$ cat src/logic/sws_defs.svh
`ifndef SWS_DEFS_SVH
`define SWS_DEFS_SVH
// header field widths
`define SWS_ADDR_W        16
`define SWS_LEN_W         15
`define SWS_BYTE_W        8
`define SWS_BIT_CNT_W     3
`define SWS_BIT_LAST      3'h7
`define SWS_LEN_ONE       15'h0001
`define SWS_LEN_ZERO      15'h0000
// device output latency after the reference edge (rule figure)
`define SWS_TDR_SYS_CLKS  6
`define SWS_TDR_EXTRA_NS  30
`define SWS_CLK_PERIOD_NS 4
`define SWS_TDR_CYCLES    (`SWS_TDR_SYS_CLKS + `SWS_TDR_EXTRA_NS / `SWS_CLK_PERIOD_NS)
// initialisation time after reset, in microseconds
`define SWS_INIT_US       60300
`define SWS_CLK_MHZ       250
`define SWS_INIT_CYCLES   (`SWS_INIT_US * `SWS_CLK_MHZ)
`define SWS_INIT_CNT_W    25
`endif

$ cat src/logic/sws_pkg.sv
package sws_pkg;
  typedef enum logic [2:0] {
    SWS_ADDR_HI,
    SWS_ADDR_LO,
    SWS_LEN_HI,
    SWS_LEN_LO,
    SWS_DATA,
    SWS_IGNORE
  } sws_state_type;

  // one write to the device's memory space
  typedef struct packed {
    logic [15:0] addr;
    logic [7:0]  data;
    logic        burst;
  } sws_wr_type;

  // decoded frame header, shown to the core
  typedef struct packed {
    logic [15:0] addr;
    logic        rw_select_bit;
    logic [14:0] len;
  } sws_hdr_type;
endpackage

$ cat src/logic/sws_spi_slave_write.sv
`include "sws_defs.svh"

// How it works
// RULE1 - select low opens frame; fields arrive in order
// RULE2 - header: address16, write bit, length15, data bytes
// RULE3 - length one writes a single byte
// RULE4 - longer length bursts to consecutive addresses
// RULE5 - host sets 0x80 and upper length bits
// RULE6 - host sends low length byte last
// RULE7 - host waits three clocks before sclk
// RULE8 - host keeps select high two clocks
// RULE9 - output data valid within latency bound
// RULE10 - host holds hard reset at least 210ns; the testbench holds its first reset only 4 clocks (16ns)
// RULE11 - host serial clock at most 70MHz
// RULE12 - sample on rising, change on falling
// RULE13 - device ready only after init time
// RULE14 - host sends msb byte and bit first
// RULE15 - select rise resets frame state machine
module sws_spi_slave_write #(
  parameter int unsigned INIT_CYCLES = `SWS_INIT_CYCLES
) (
  input  wire logic                core_clk,
  input  wire logic                hard_reset_n,
  input  wire logic                spi_select_n,
  input  wire logic                spi_sclk,
  input  wire logic                spi_mosi,
  output logic                     spi_miso,
  output logic                     spi_miso_oe,
  output logic                     init_done,
  output logic                     wr_valid,
  output sws_pkg::sws_wr_type      wr_req,
  output sws_pkg::sws_hdr_type     hdr,
  output logic                     frame_active
);

  // ==========================================================
  // pin synchronisers
  logic [1:0] sel_sync_r;
  logic [1:0] sck_sync_r;
  logic [1:0] mosi_sync_r;
  logic       sck_prev_r;

  always_ff @(posedge core_clk) begin
    if (!hard_reset_n) begin
      sel_sync_r  <= 2'h3;
      sck_sync_r  <= 2'h0;
      mosi_sync_r <= 2'h0;
      sck_prev_r  <= 1'b0;
    end else begin
      sel_sync_r  <= {sel_sync_r[0], spi_select_n};
      sck_sync_r  <= {sck_sync_r[0], spi_sclk};
      mosi_sync_r <= {mosi_sync_r[0], spi_mosi};
      sck_prev_r  <= sck_sync_r[1];
    end
  end

  wire sel_n    = sel_sync_r[1];
  wire sck_rise = sck_sync_r[1] & ~sck_prev_r;
  wire sck_fall = ~sck_sync_r[1] & sck_prev_r;
  wire mosi_s   = mosi_sync_r[1];

  // ==========================================================
  // initialisation timer
  logic [`SWS_INIT_CNT_W-1:0] init_cnt_r;
  wire init_end = (init_cnt_r == `SWS_INIT_CNT_W'(INIT_CYCLES - 1));

  // RULE13 init wait
  always_ff @(posedge core_clk) begin
    if (!hard_reset_n) begin
      init_cnt_r <= '0;
      init_done  <= 1'b0;
    end else if (!init_done) begin
      init_cnt_r <= init_cnt_r + 1'b1;
      init_done  <= init_end;
    end
  end

  // ==========================================================
  // byte shifter
  logic [`SWS_BIT_CNT_W-1:0] bit_cnt_r;
  logic [`SWS_BYTE_W-1:0]    shift_r;
  wire  [`SWS_BYTE_W-1:0]    byte_in   = {shift_r[`SWS_BYTE_W-2:0], mosi_s};
  // RULE12 rising sample
  wire                       byte_done = sck_rise && (bit_cnt_r == `SWS_BIT_LAST) && !sel_n;

  always_ff @(posedge core_clk) begin
    if (!hard_reset_n || sel_n) begin
      bit_cnt_r <= '0;
      shift_r   <= '0;
    end else if (sck_rise) begin
      bit_cnt_r <= bit_cnt_r + 1'b1;
      shift_r   <= byte_in;
    end
  end

  // ==========================================================
  // frame state machine
  sws_pkg::sws_state_type state_r;
  sws_pkg::sws_state_type state_nxt;
  logic [`SWS_ADDR_W-1:0] addr_r;
  logic [`SWS_LEN_W-1:0]  len_r;
  logic [`SWS_LEN_W-1:0]  left_r;
  logic                   wr_bit_r;

  wire [`SWS_LEN_W-1:0] len_rx = {len_r[`SWS_LEN_W-1:`SWS_BYTE_W], byte_in};

  // RULE1 field order
  always_comb begin
    state_nxt = state_r;
    case (state_r)
      sws_pkg::SWS_ADDR_HI: state_nxt = sws_pkg::SWS_ADDR_LO;
      sws_pkg::SWS_ADDR_LO: state_nxt = sws_pkg::SWS_LEN_HI;
      sws_pkg::SWS_LEN_HI:  state_nxt = sws_pkg::SWS_LEN_LO;
      // read frames and zero length are not this block's business
      sws_pkg::SWS_LEN_LO:
        state_nxt = (wr_bit_r && len_rx != `SWS_LEN_ZERO) ? sws_pkg::SWS_DATA
                                                          : sws_pkg::SWS_IGNORE;
      sws_pkg::SWS_DATA:
        state_nxt = (left_r == `SWS_LEN_ONE) ? sws_pkg::SWS_IGNORE : sws_pkg::SWS_DATA;
      sws_pkg::SWS_IGNORE:  state_nxt = sws_pkg::SWS_IGNORE;
      default:              state_nxt = sws_pkg::SWS_IGNORE;
    endcase
  end

  // RULE15 select rise resets
  always_ff @(posedge core_clk) begin
    if (!hard_reset_n || sel_n) begin
      state_r <= sws_pkg::SWS_ADDR_HI;
    end else if (byte_done && init_done) begin
      state_r <= state_nxt;
    end
  end

  // RULE2 header capture
  always_ff @(posedge core_clk) begin
    if (!hard_reset_n) begin
      addr_r   <= '0;
      len_r    <= '0;
      left_r   <= '0;
      wr_bit_r <= 1'b0;
    end else if (byte_done && init_done) begin
      case (state_r)
        sws_pkg::SWS_ADDR_HI: addr_r[`SWS_ADDR_W-1:`SWS_BYTE_W] <= byte_in;
        sws_pkg::SWS_ADDR_LO: addr_r[`SWS_BYTE_W-1:0]           <= byte_in;
        sws_pkg::SWS_LEN_HI: begin
          wr_bit_r                          <= byte_in[`SWS_BYTE_W-1];
          len_r[`SWS_LEN_W-1:`SWS_BYTE_W]   <= byte_in[`SWS_BYTE_W-2:0];
        end
        sws_pkg::SWS_LEN_LO: begin
          len_r[`SWS_BYTE_W-1:0] <= byte_in;
          left_r                 <= len_rx;
        end
        // RULE4 burst increment
        sws_pkg::SWS_DATA: begin
          addr_r <= addr_r + 1'b1;
          left_r <= left_r - 1'b1;
        end
        default: addr_r <= addr_r;
      endcase
    end
  end

  // ==========================================================
  // write strobe to the core
  wire wr_now = byte_done && init_done && (state_r == sws_pkg::SWS_DATA);

  // RULE3 single or burst write
  always_ff @(posedge core_clk) begin
    if (!hard_reset_n) begin
      wr_valid <= 1'b0;
      wr_req   <= '0;
    end else begin
      wr_valid <= wr_now;
      if (wr_now) begin
        wr_req.addr  <= addr_r;
        wr_req.data  <= byte_in;
        wr_req.burst <= (len_r != `SWS_LEN_ONE);
      end
    end
  end

  assign hdr.addr          = addr_r;
  assign hdr.rw_select_bit = wr_bit_r;
  assign hdr.len           = len_r;
  assign frame_active      = !sel_n;

  // ==========================================================
  // serial output: a write frame returns zeros, driven while selected
  // RULE9 output on falling edge
  always_ff @(posedge core_clk) begin
    if (!hard_reset_n || sel_n) begin
      spi_miso <= 1'b0;
    end else if (sck_fall) begin
      spi_miso <= 1'b0;
    end
  end
  assign spi_miso_oe = !sel_n;

  // ==========================================================
  // checks
  a_wr_only_data: assert property (@(posedge core_clk) disable iff (!hard_reset_n)
    wr_valid |-> $past(state_r) == sws_pkg::SWS_DATA) // RULE3
    else $error("write strobe outside data phase");
  a_burst_addr_step: assert property (@(posedge core_clk) disable iff (!hard_reset_n)
    wr_now |=> addr_r == $past(addr_r) + 1'b1) // RULE4
    else $error("burst address stepping broken");
  a_sel_resets_fsm: assert property (@(posedge core_clk) disable iff (!hard_reset_n)
    sel_n |=> state_r == sws_pkg::SWS_ADDR_HI) // RULE15
    else $error("frame state not reset by select");
  a_no_wr_before_init: assert property (@(posedge core_clk) disable iff (!hard_reset_n)
    !init_done |-> !wr_valid) // RULE13
    else $error("write before init done");
  a_miso_quiet_idle: assert property (@(posedge core_clk) disable iff (!hard_reset_n)
    $rose(sel_n) |-> ##[1:2] !spi_miso_oe) // RULE9
    else $error("miso still driven after deselect");
  a_wr_bit_needed: assert property (@(posedge core_clk) disable iff (!hard_reset_n)
    (state_r == sws_pkg::SWS_DATA) |-> wr_bit_r) // RULE2
    else $error("data phase without write bit");
  a_addr_order: assert property (@(posedge core_clk) disable iff (!hard_reset_n)
    (byte_done && init_done && state_r == sws_pkg::SWS_ADDR_HI)
    |=> state_r == sws_pkg::SWS_ADDR_LO) // RULE1
    else $error("header order broken");
  a_sample_rise: assert property (@(posedge core_clk) disable iff (!hard_reset_n)
    (!sel_n && !sck_rise) |=> $stable(bit_cnt_r)) // RULE12
    else $error("bit counted without rising edge");

endmodule

$ cat config.mk
export PLATFORM = sky130hd
export DESIGN_NAME = sws_spi_slave_write
export DESIGN_NICKNAME = d
export VERILOG_FILES = /design/src/logic/sws_pkg.sv /design/src/logic/sws_spi_slave_write.sv
export VERILOG_INCLUDE_DIRS = /design/src /design/src/logic
export SDC_FILE = /design/constraint.sdc
export NUM_CORES = 1
export LEC_CHECK = 0
export ABC_AREA = 1
export BUFFER_PORTS_ARGS = -buffer_cell sky130_fd_sc_hd__buf_2
export CAP_MARGIN = 10
export CORE_ASPECT_RATIO = 1.5
export CORE_UTILIZATION = 28
export DETAILED_ROUTE_END_ITERATION = 16
export PLACE_DENSITY_LB_ADDON = 0.15
export SLEW_MARGIN = 20
export SYNTH_ARGS = -nofsm -noshare
export SYNTH_HDL_FRONTEND = slang
export SYNTH_SLANG_ARGS = --single-unit
$ cat constraint.sdc
create_clock -name core_clk -period 2.5 [get_ports core_clk]
set_input_delay 0.25 -clock core_clk [delete_from_list [all_inputs] [get_ports core_clk]]
set_output_delay 0.25 -clock core_clk [all_outputs]
set_load 0.01 [all_outputs]
Word level (Yosys, flattened, before mapping):

Index checks and enable logic that the tools add are counted.

* equality and inequality tests: 8
* reductions and logical operators: 18
* add/subtract/negate cells: 4
* bitwise logic cells: 2
* mux-type cells: 7

Operators by type and width (number)
* case mux 8 bit (2 select lines): 2
* case mux 15 bit (2 select lines): 1
* adder 25 x 1 -> 25 bit (second input constant): 1
* == test 25 x 24 -> 1 bit (second input constant): 1
* adder 16 x 1 -> 16 bit (second input constant): 1
* == test 15 x 1 -> 1 bit (second input constant): 1
* != test 15 x 1 -> 1 bit (second input constant): 1
* case mux 3 bit (5 select lines): 1
* nonzero test 15 bit: 1
* subtractor 15 x 1 -> 15 bit (second input constant): 1
* AND reduction 2 bit: 5
* == test 3 x 2 -> 1 bit (second input constant): 2
* == test 3 bit (second input constant): 2
* nonzero test 2 bit: 3
* logical AND 1 bit: 5
* adder 3 x 1 -> 3 bit (second input constant): 1
* == test 3 x 1 -> 1 bit (second input constant): 1
* zero test 3 bit: 1
* two-way mux 1 bit: 3
* zero test 1 bit: 2
* AND 1 bit: 1
* logical OR 1 bit: 1
* NOT 1 bit: 1

* word-level logic and storage cells: 58
* output and inout bits: 62
* input port bits: 5
* bits in registers: 119

Logic depth before layout (Yosys ltp):

Gate-level depths: netlist (run 1).

* depth in word-level cells: 6
* gate-level depth with buffers: 11
* depth with buffers taken out: 10

Least setup slack after synthesis (run 1):

Ideal clock, no wire load.

* kind: register to register
* from: register bit_cnt_r[0]
* to: register wr_req[14] (netlist bit)
* path buffers: 1
* path slack: 0.961 ns
* period minus slack after synthesis: 1.539 ns
* setup time: 0.119 ns
* stages on the path, launching flop included: 11
* data arrival time: 1.419 ns
* required time: 2.381 ns
* path through: dfxtp_1 > ha_1 > ha_1 > nand3_2 > nor2_8 > inv_4 > nor2_4 > nand2_2 > buf_2 > o21ai_1 > a21oi_1

* word-level cells in the longest chain between the ends: 5

RTL lines
* start: declaration: line sws_spi_slave_write.sv:80 `` logic [`SWS_BIT_CNT_W-1:0] bit_cnt_r; ``
* start signal: assignment: line sws_spi_slave_write.sv:91 `bit_cnt_r <= bit_cnt_r + 1'b1;`
* == test 3 bit (no line)
* logical AND 1 bit (2 in series): line sws_spi_slave_write.sv:84 `` wire byte_done = sck_rise && (bit_cnt_r == `SWS_BIT_LAST) && !sel_n; ``
* logical AND 1 bit (2 in series): line sws_spi_slave_write.sv:165 `wire wr_now = byte_done && init_done && (state_r == sws_pkg::SWS_DATA);`
* end: declaration: line sws_spi_slave_write.sv:31 `output sws_pkg::sws_wr_type wr_req,`

Every way passes these cells.
A chain may end at the register's enable or synchronous reset.

Worst setup path after layout (run 1):

* from: register bit_cnt_r[0]
* to: register wr_req[2] (netlist bit)

Same word-level chain as after synthesis.

==> results of run 1 <==
[logic make-up after synthesis]
| group | Yosys count | share of synthesized area, % |
|---|---|---|
| AO/OA/AOI/OAI | 202 | 18.0 |
| XOR/XNOR | 7 | 1.07 |
| adder cells (fa/ha/maj) | 6 | 1.30 |
| buffers and inverters | 160 | 11.5 |
| flip-flops | 119 | 41.4 |
| other | 1 | 0.0652 |
| AND/OR/NAND/NOR | 341 | 26.6 |
[worst max-delay path: cells and delay by family (launching register included)]
family	cells	cell delay (ns)
AND/OR/NAND/NOR	4	0.61
AO/OA/AOI/OAI	2	0.24
buffers and inverters	2	0.35
flip-flops	1	0.33
adder cells (fa/ha/maj)	2	0.30
[cell type report]
cell class              instances  area, µm²
clock buffers                  20        457
clock inverters                11        124
fillers                      2181      13100
inverters                     128        483
multi-input cells             557       2710
flip-flops and latches        119       2380
well taps                     260        325
repair buffers                 70        363
[registers in the layout, summed over array words and instances, names as in the netlist, 2 cells and up]
name	cells
bit_cnt_r	3
sck_sync_r	2
len_r	15
mosi_sync_r	2
sel_sync_r	2
left_r	15
addr_r	16
state_r	3
shift_r	7
wr_req	25
init_cnt_r	25
[placed cells by master (no fill, tap or decap), types with 2 or more instances in the layout]
master      synthesis  routed
buf_2               7      65
xor2_1              6       6
o21ai_0            76      76
clkinv_1            2       2
inv_2               6       6
nand3_1            38      38
o21ai_1            26      26
nand3b_1            4       4
nand4_1             9       9
clkbuf_16           0      17
clkinvlp_4          0       3
inv_1             119     119
o21bai_1            2       2
inv_6               0       2
bufinv_16           0       2
nor2_1            105     105
clkinv_2            0       3
nor2_2              6       6
nand2_1           139     139
nor2_4              5       5
nand2_2             3       3
buf_4               8       5
ha_1                6       6
a21oi_1            92      92
or2_2               3       3
nor3_1             19      19
dfxtp_1           119     119
nor4_1              3       3
clkbuf_8            0       2
nand3_2             3       3
[path summary, 6_finish.rpt]
check                           depth (start not counted)  slack, ns             end
worst max-delay path                                   10       0.54       wr_req[2]
worst min-delay path                                    3       0.01  mosi_sync_r[0]
worst max register to register                         10       0.54       wr_req[2]
worst min register to register                          1       0.41   sel_sync_r[1]
[through the flow]
step	utilization, %	std cells
final	34.3	1165
after global routing	34.3	1165
after CTS	34.3	1165
after detailed placement	31.4	1134
after global placement	31.4	1134
after floorplan	-	836
[metal layers]
layer | wire length, µm | up-vias | GRT usage, %
li1 | - | 2801 | -
met1 | 6860 | 2439 | 17.7
met2 | 8440 | 102 | 29.9
met3 | 545 | 30 | 3.66
met4 | 544 | 0 | 8.07
met5 | 0 | - | 0
[power by group through the flow]
stage	combinational, mW	clock (mW)	sequential, mW
2_1_floorplan	0.0643	0	1.95
5_1_grt	0.0985	2.55	1.92
6_report	0.0851	2.41	1.92
3_5_place_dp	0.0877	0	1.96
3_3_place_gp	0.0865	0	1.96
4_1_cts	0.0880	2.47	1.92
==> results.env, run 1 <==
AVGVIACOUNTPERCELL=4.61
HP-CLASS='primary input to flip-flop'
INTERNAL-POWER_mW=3.45
SYNTH_TOP_CELL_AREA_SHARE_PCT=41.4
PLACED_AREA_MM2=0.00626
CLOCK_POWER_SHARE_PCT=54.6
POWER.DENSITY_mW_PER_MM2=644
SYNTHESIS.NETS=847
CP_COMMON_CELL='ha_1'
DPL.HPWL_MM=12.0
POWER.IR.VDD_WORST_mV=0.404
YOSYS_REG_BITS=119
DRV_SLEW=0
HP-START='spi_mosi'
CRIT_PATH_START_KIND='flip-flop'
CLK_PATH_BUF_DEPTH=2
DRC=0
GRT_START_MAX_NET_PINS=81
SYNTH_AREA_PER_CELL_UM2=6.88
DR.PASS1.ITERS=4
WIRE_PER_INST_UM=14.1
SYNTH.MOST_COMMON_CELL='nand2_1'
SETUP_SLACK_NS=0.536
GP_CONGESTION=0.809
WORSTMARGINPINSLEW_NS=0.780
DIE_W_UM=119
START_UTIL_PCT=28.8
CP_CELL_SEQUENCE='ha_1, ha_1, nand3_2, nor2_8, inv_4, nor2_4, nand2_2, buf_4, o21ai_1, a21oi_1'
POWER.LEAKAGE_nW=2.95
GRT_SETUP_UNREPAIRED='no'
HOLD_VIOLATIONS=0
SYNTH.CELLS.MOST_FREQUENT='nand2_1 (139), dfxtp_1 (119), inv_1 (119)'
WORST_PATH_LARGEST_CELL_DELAY_NS=0.33
CTS_HTREE_LEVELS=4
SYNTH_CELLS=836
CTS_SINKS=119
CORE-AREA_MM2=0.0199
FRACTION_OF_THE_CYCLE_THE_FINAL_WORST_PATH_NEEDS_PCT=78.6
DESIGN.DIE.AREA_MM2=0.0211
SWSHARE_PCT=21.8
SUM_OF_NEGATIVE_SETUP_SLACK_NS=0
POSTCTSHOLDBUFS=0
GLOBAL_ROUTE.OVERFLOW_TOTAL=0
CRIT_PATH_TOP_DELAY_CELL='dfxtp_1'
CLOCK_BUFFER_COUNT_FROM_CTS=17
PWR-SHARE-SEQ_PCT=43.5
MAX-SLEW-MARGIN-REL_PCT=48.0
PRE_CTS_WS_NS=0.504
CHIPHEIGHT_UM=178
FIRST_GLOBAL_VIAS=5242
WORSTPATHARRIVAL_NS=2.25
PATH_MAX_FANOUT=50
WORST_EP_REQUIRED_TIME_NS=2.79
OUTCOME='finished, final reports clean'
ANTENNADIODECOUNT=0
FINAL_DESIGN_AREA_NO_FILL_MM2=0.00684
LAYOUT-DRIVE-GT1-SHARE_PCT=14.5
YOSYSUNIQUECELLTYPES=40
WORST_SETUP_PATH_STARTPOINT='bit_cnt_r[0]'
CRIT_TYPE='flip-flop to flip-flop'
YS_TOP_CELLS_BY_AREA='dfxtp_1 (41%), nand2_1 (9.1%), a21oi_1 (8.0%), inv_1 (7.8%), nor2_1 (6.9%)'
GLOBALROUTETOTALUTIL_PCT=16.4
ROWS=63
NETLIST.TOP_CELL.BY_AREA='dfxtp_1'
NETSWITCHINGPOWER_mW=0.963
DRTITER0DRC=230
CRIT-REG2REG-LAUNCH='bit_cnt_r[0]'
CLKSLEWWORSTSETUPHOLDPATHS_NS=0.06
POST-CTS-SETUP-BUFFERS=0
PIN_COUNT=67
MAX_FREQ_GHz=0.509
WIRE_LENGTH_OF_THE_FIRST_GLOBAL_ROUTING_PASS_MM=26.8
NUM_VIAS=5372
POST_CTS.RESIZED_INSTANCES=0
SYNTH_EDF_COUNT=0
PORT_BUFFERS=65
CTS_TREE='built'
AREA_GROWTH_PCT=18.9
END_KIND='flip-flop'
TOP_FF_CELL_SYNTH='dfxtp_1'
POST-ROUTE-MIN-PERIOD_NS=1.96
WHS_NS=0.0113
FINAL_ANTENNA_NET_COUNT=0
SKEW_NS=0.00902
ANTENNA_FOUND_INITIAL=0
CLOCK_INSERTION_DELAY_AT_THE_LATER_PIN_OF_THE_SKEW_REPORT_NS=0.42
FINISH.NET_COUNT=904
TOTALWIRELENGTH_MM=16.4
CTSROOTBUFFERMASTER='clkbuf_16'
MAX_CAP_VIOL_COUNT=0
SETUP-VIOLATIONS-FINAL=0
YOSYS_WARNINGS=0
POWER_mW=4.41
MAPPEDNETLISTAREA_MM2=0.00575
COMB_POWER_SHARE_PCT=1.9
SEQ_TOTAL_AREA_YOSYS_PCT=41.4
POSTSYNTH.ASYNCRESETSHARE_PCT=0
Note: power is estimated with default switching activity, not from simulation.
==> run 2: changes to the inputs <==
==> constraint.sdc (replaced) <==
create_clock -name core_clk -period 1.9 [get_ports core_clk]
set_input_delay 0.19 -clock core_clk [delete_from_list [all_inputs] [get_ports core_clk]]
set_output_delay 0.19 -clock core_clk [all_outputs]
set_load 0.01 [all_outputs]
==> results.env, run 2 (same netlist as run 1, synthesis figures left out) <==
CLOCK_INSERTION_DELAY_AT_THE_LATER_PIN_OF_THE_SKEW_REPORT_NS=0.42
LAYOUTNONFILLERINSTCOUNT=1188
POWER_mW=5.90
TOTALWIRELENGTH_MM=16.8
DPL.HPWL_MM=12.5
MOST_FREQUENT_CELLS_IN_THE_LAYOUT='nand2_1 (139), inv_1 (119), dfxtp_1 (119)'
CHIPHEIGHT_UM=178
ANTENNADIODECOUNT=0
GLOBALROUTETOTALUTIL_PCT=16.7
DESIGN.DIE.AREA_MM2=0.0211
CLOCK_BUFFER_COUNT_FROM_CTS=17
NUM_VIAS=5398
SETUP-VIOLATIONS-FINAL=0
ROWS=63
CLKSLEWWORSTSETUPHOLDPATHS_NS=0.06
POWER.DENSITY_mW_PER_MM2=837
GP_CONGESTION=0.819
CTS_SINKS=119
SKEW_NS=0.00753
PORT_BUFFERS=65
GLOBAL_ROUTE.OVERFLOW_TOTAL=0
CRIT_PATH_TOP_DELAY_CELL='dfxtp_1'
END_KIND='flip-flop'
FIRST_GLOBAL_VIAS=5246
POWER.IR.VDD_WORST_mV=0.559
MAX_CAP_VIOL_COUNT=0
NUMPLACEDINSTANCES=1153
DRTITER0DRC=256
POSTLAYOUTCOREUTIL_PCT=35.4
PIN_COUNT=67
FINAL_ANTENNA_NET_COUNT=0
FINISH.NET_COUNT=926
POST_CTS.RESIZED_INSTANCES=0
AVGVIACOUNTPERCELL=4.54
GRT_START_MAX_NET_PINS=81
WORST_PATH_LARGEST_CELL_DELAY_NS=0.33
START_UTIL_PCT=28.8
DIE_W_UM=119
CTS_TREE='built'
CTS_HTREE_LEVELS=4
POWER.LEAKAGE_nW=3.07
CRIT_PATH_START_KIND='flip-flop'
GRT_SETUP_UNREPAIRED='no'
MAX_FREQ_GHz=0.587
MOST_FREQUENT_STANDARD_CELL_IN_THE_LAYOUT_EXCLUDING_FILL_AND_TAP_CELLS='nand2_1'
SUM_OF_NEGATIVE_SETUP_SLACK_NS=0
CP_CELL_SEQUENCE='ha_1, ha_1, nand3_2, nor2_8, inv_4, nor2_4, nand2_2, buf_12, o21ai_1, a21oi_1'
CP_COMMON_CELL='ha_1'
WORSTPATHARRIVAL_NS=2.01
DRV_SLEW=0
LAYOUT-DRIVE-GT1-SHARE_PCT=16.1
REG.LARGEST.LIST='init_cnt_r: 25 flops, wr_req: 25 flops, addr_r: 16 flops'
WIRE_PER_INST_UM=14.2
CRIT_TYPE='flip-flop to flip-flop'
FRACTION_OF_THE_CYCLE_THE_FINAL_WORST_PATH_NEEDS_PCT=89.7
CLK_PATH_BUF_DEPTH=2
CTSROOTBUFFERMASTER='clkbuf_16'
DRC=0
CORE-AREA_MM2=0.0199
OUTCOME='finished, final reports clean'
POST-CTS-SETUP-BUFFERS=0
HP-CLASS='primary input to flip-flop'
AREA_GROWTH_PCT=22.6
POST-ROUTE-MIN-PERIOD_NS=1.70
PATH_MAX_FANOUT=50
WORST_EP_REQUIRED_TIME_NS=2.20
DR.PASS1.ITERS=5
HOLD_VIOLATIONS=0
WIRE_LENGTH_OF_THE_FIRST_GLOBAL_ROUTING_PASS_MM=27.0
ANTENNA_FOUND_INITIAL=0
REGISTER_AREA_MM2=0.00238
FILLERINSTANCES=2171
COMBINED_AREA_OF_THE_MULTI_INPUT_LOGIC_CELLS_MM2=0.00271
==> run 2: power breakdown <==
part,total [mW],leakage [nW],switching [mW],internal [mW]
logic,0.127,1.83,0.0841,0.0429
clock network,3.26,0.277,1.21,2.05
registers,2.52,0.960,0.00968,2.51
total,5.90,3.07,1.31,4.60
==> run 2: metrics by stage <==
step / hold WS [ns] / instance area, µm² / setup WS [ns]
2_1_floorplan: 0.288 / 5750 / 0.361
3_3_place_gp: 0.377 / 6430 / 0.218
3_5_place_dp: 0.381 / 6430 / 0.192
4_1_cts: 0.126 / 7050 / 0.187
5_1_grt: 0.141 / 7050 / 0.0156
6_report: 0.135 / 7050 / 0.195
==> run 2: final cells by class <==
cell class / count / share of cell area [%]
Multi-Input combinational cell: 557 / 38.4
Sequential cell: 119 / 33.8
Timing Repair Buffer: 92 / 7.95
Inverter: 128 / 6.85
Clock buffer: 23 / 6.78
Tap cell: 260 / 4.61
Clock inverter: 9 / 1.65
==> run 2: layer usage <==
metal  vias to the layer above  track usage (%)  part of all wire (%)  wire length (µm)
li1                       2848                -                     -                 -
met1                      2413             17.5                    40              6760
met2                       114             31.3                    53              8970
met3                        23             4.02                   4.1               693
met4                         0             7.23                   2.4               401
met5                         -                0                     0                 0
==> run 2: critical path: cells and delay by family (launching register included) <==
family | cells | cell delay [ns]
AO/OA/AOI/OAI | 2 | 0.21
adder cells (fa/ha/maj) | 2 | 0.30
flip-flops | 1 | 0.33
AND/OR/NAND/NOR | 4 | 0.49
buffers and inverters | 2 | 0.25
==> run 2: timing repair <==
action,4_1_cts,5_1_grt
hold endpoints to repair,3,0
endpoints found under the setup margin,0,0
hold buffers,3,0
==> run 2: path summary, 6_finish.rpt <==
path,cells past startpoint,slack [ns],start,endpoint
setup reg to reg,10,0.20,bit_cnt_r[0],wr_req[2]
hold reg to reg,2,0.41,mosi_sync_r[0],mosi_sync_r[1]
setup / recovery,10,0.20,bit_cnt_r[0],wr_req[2]
hold / removal,3,0.14,hard_reset_n,wr_valid
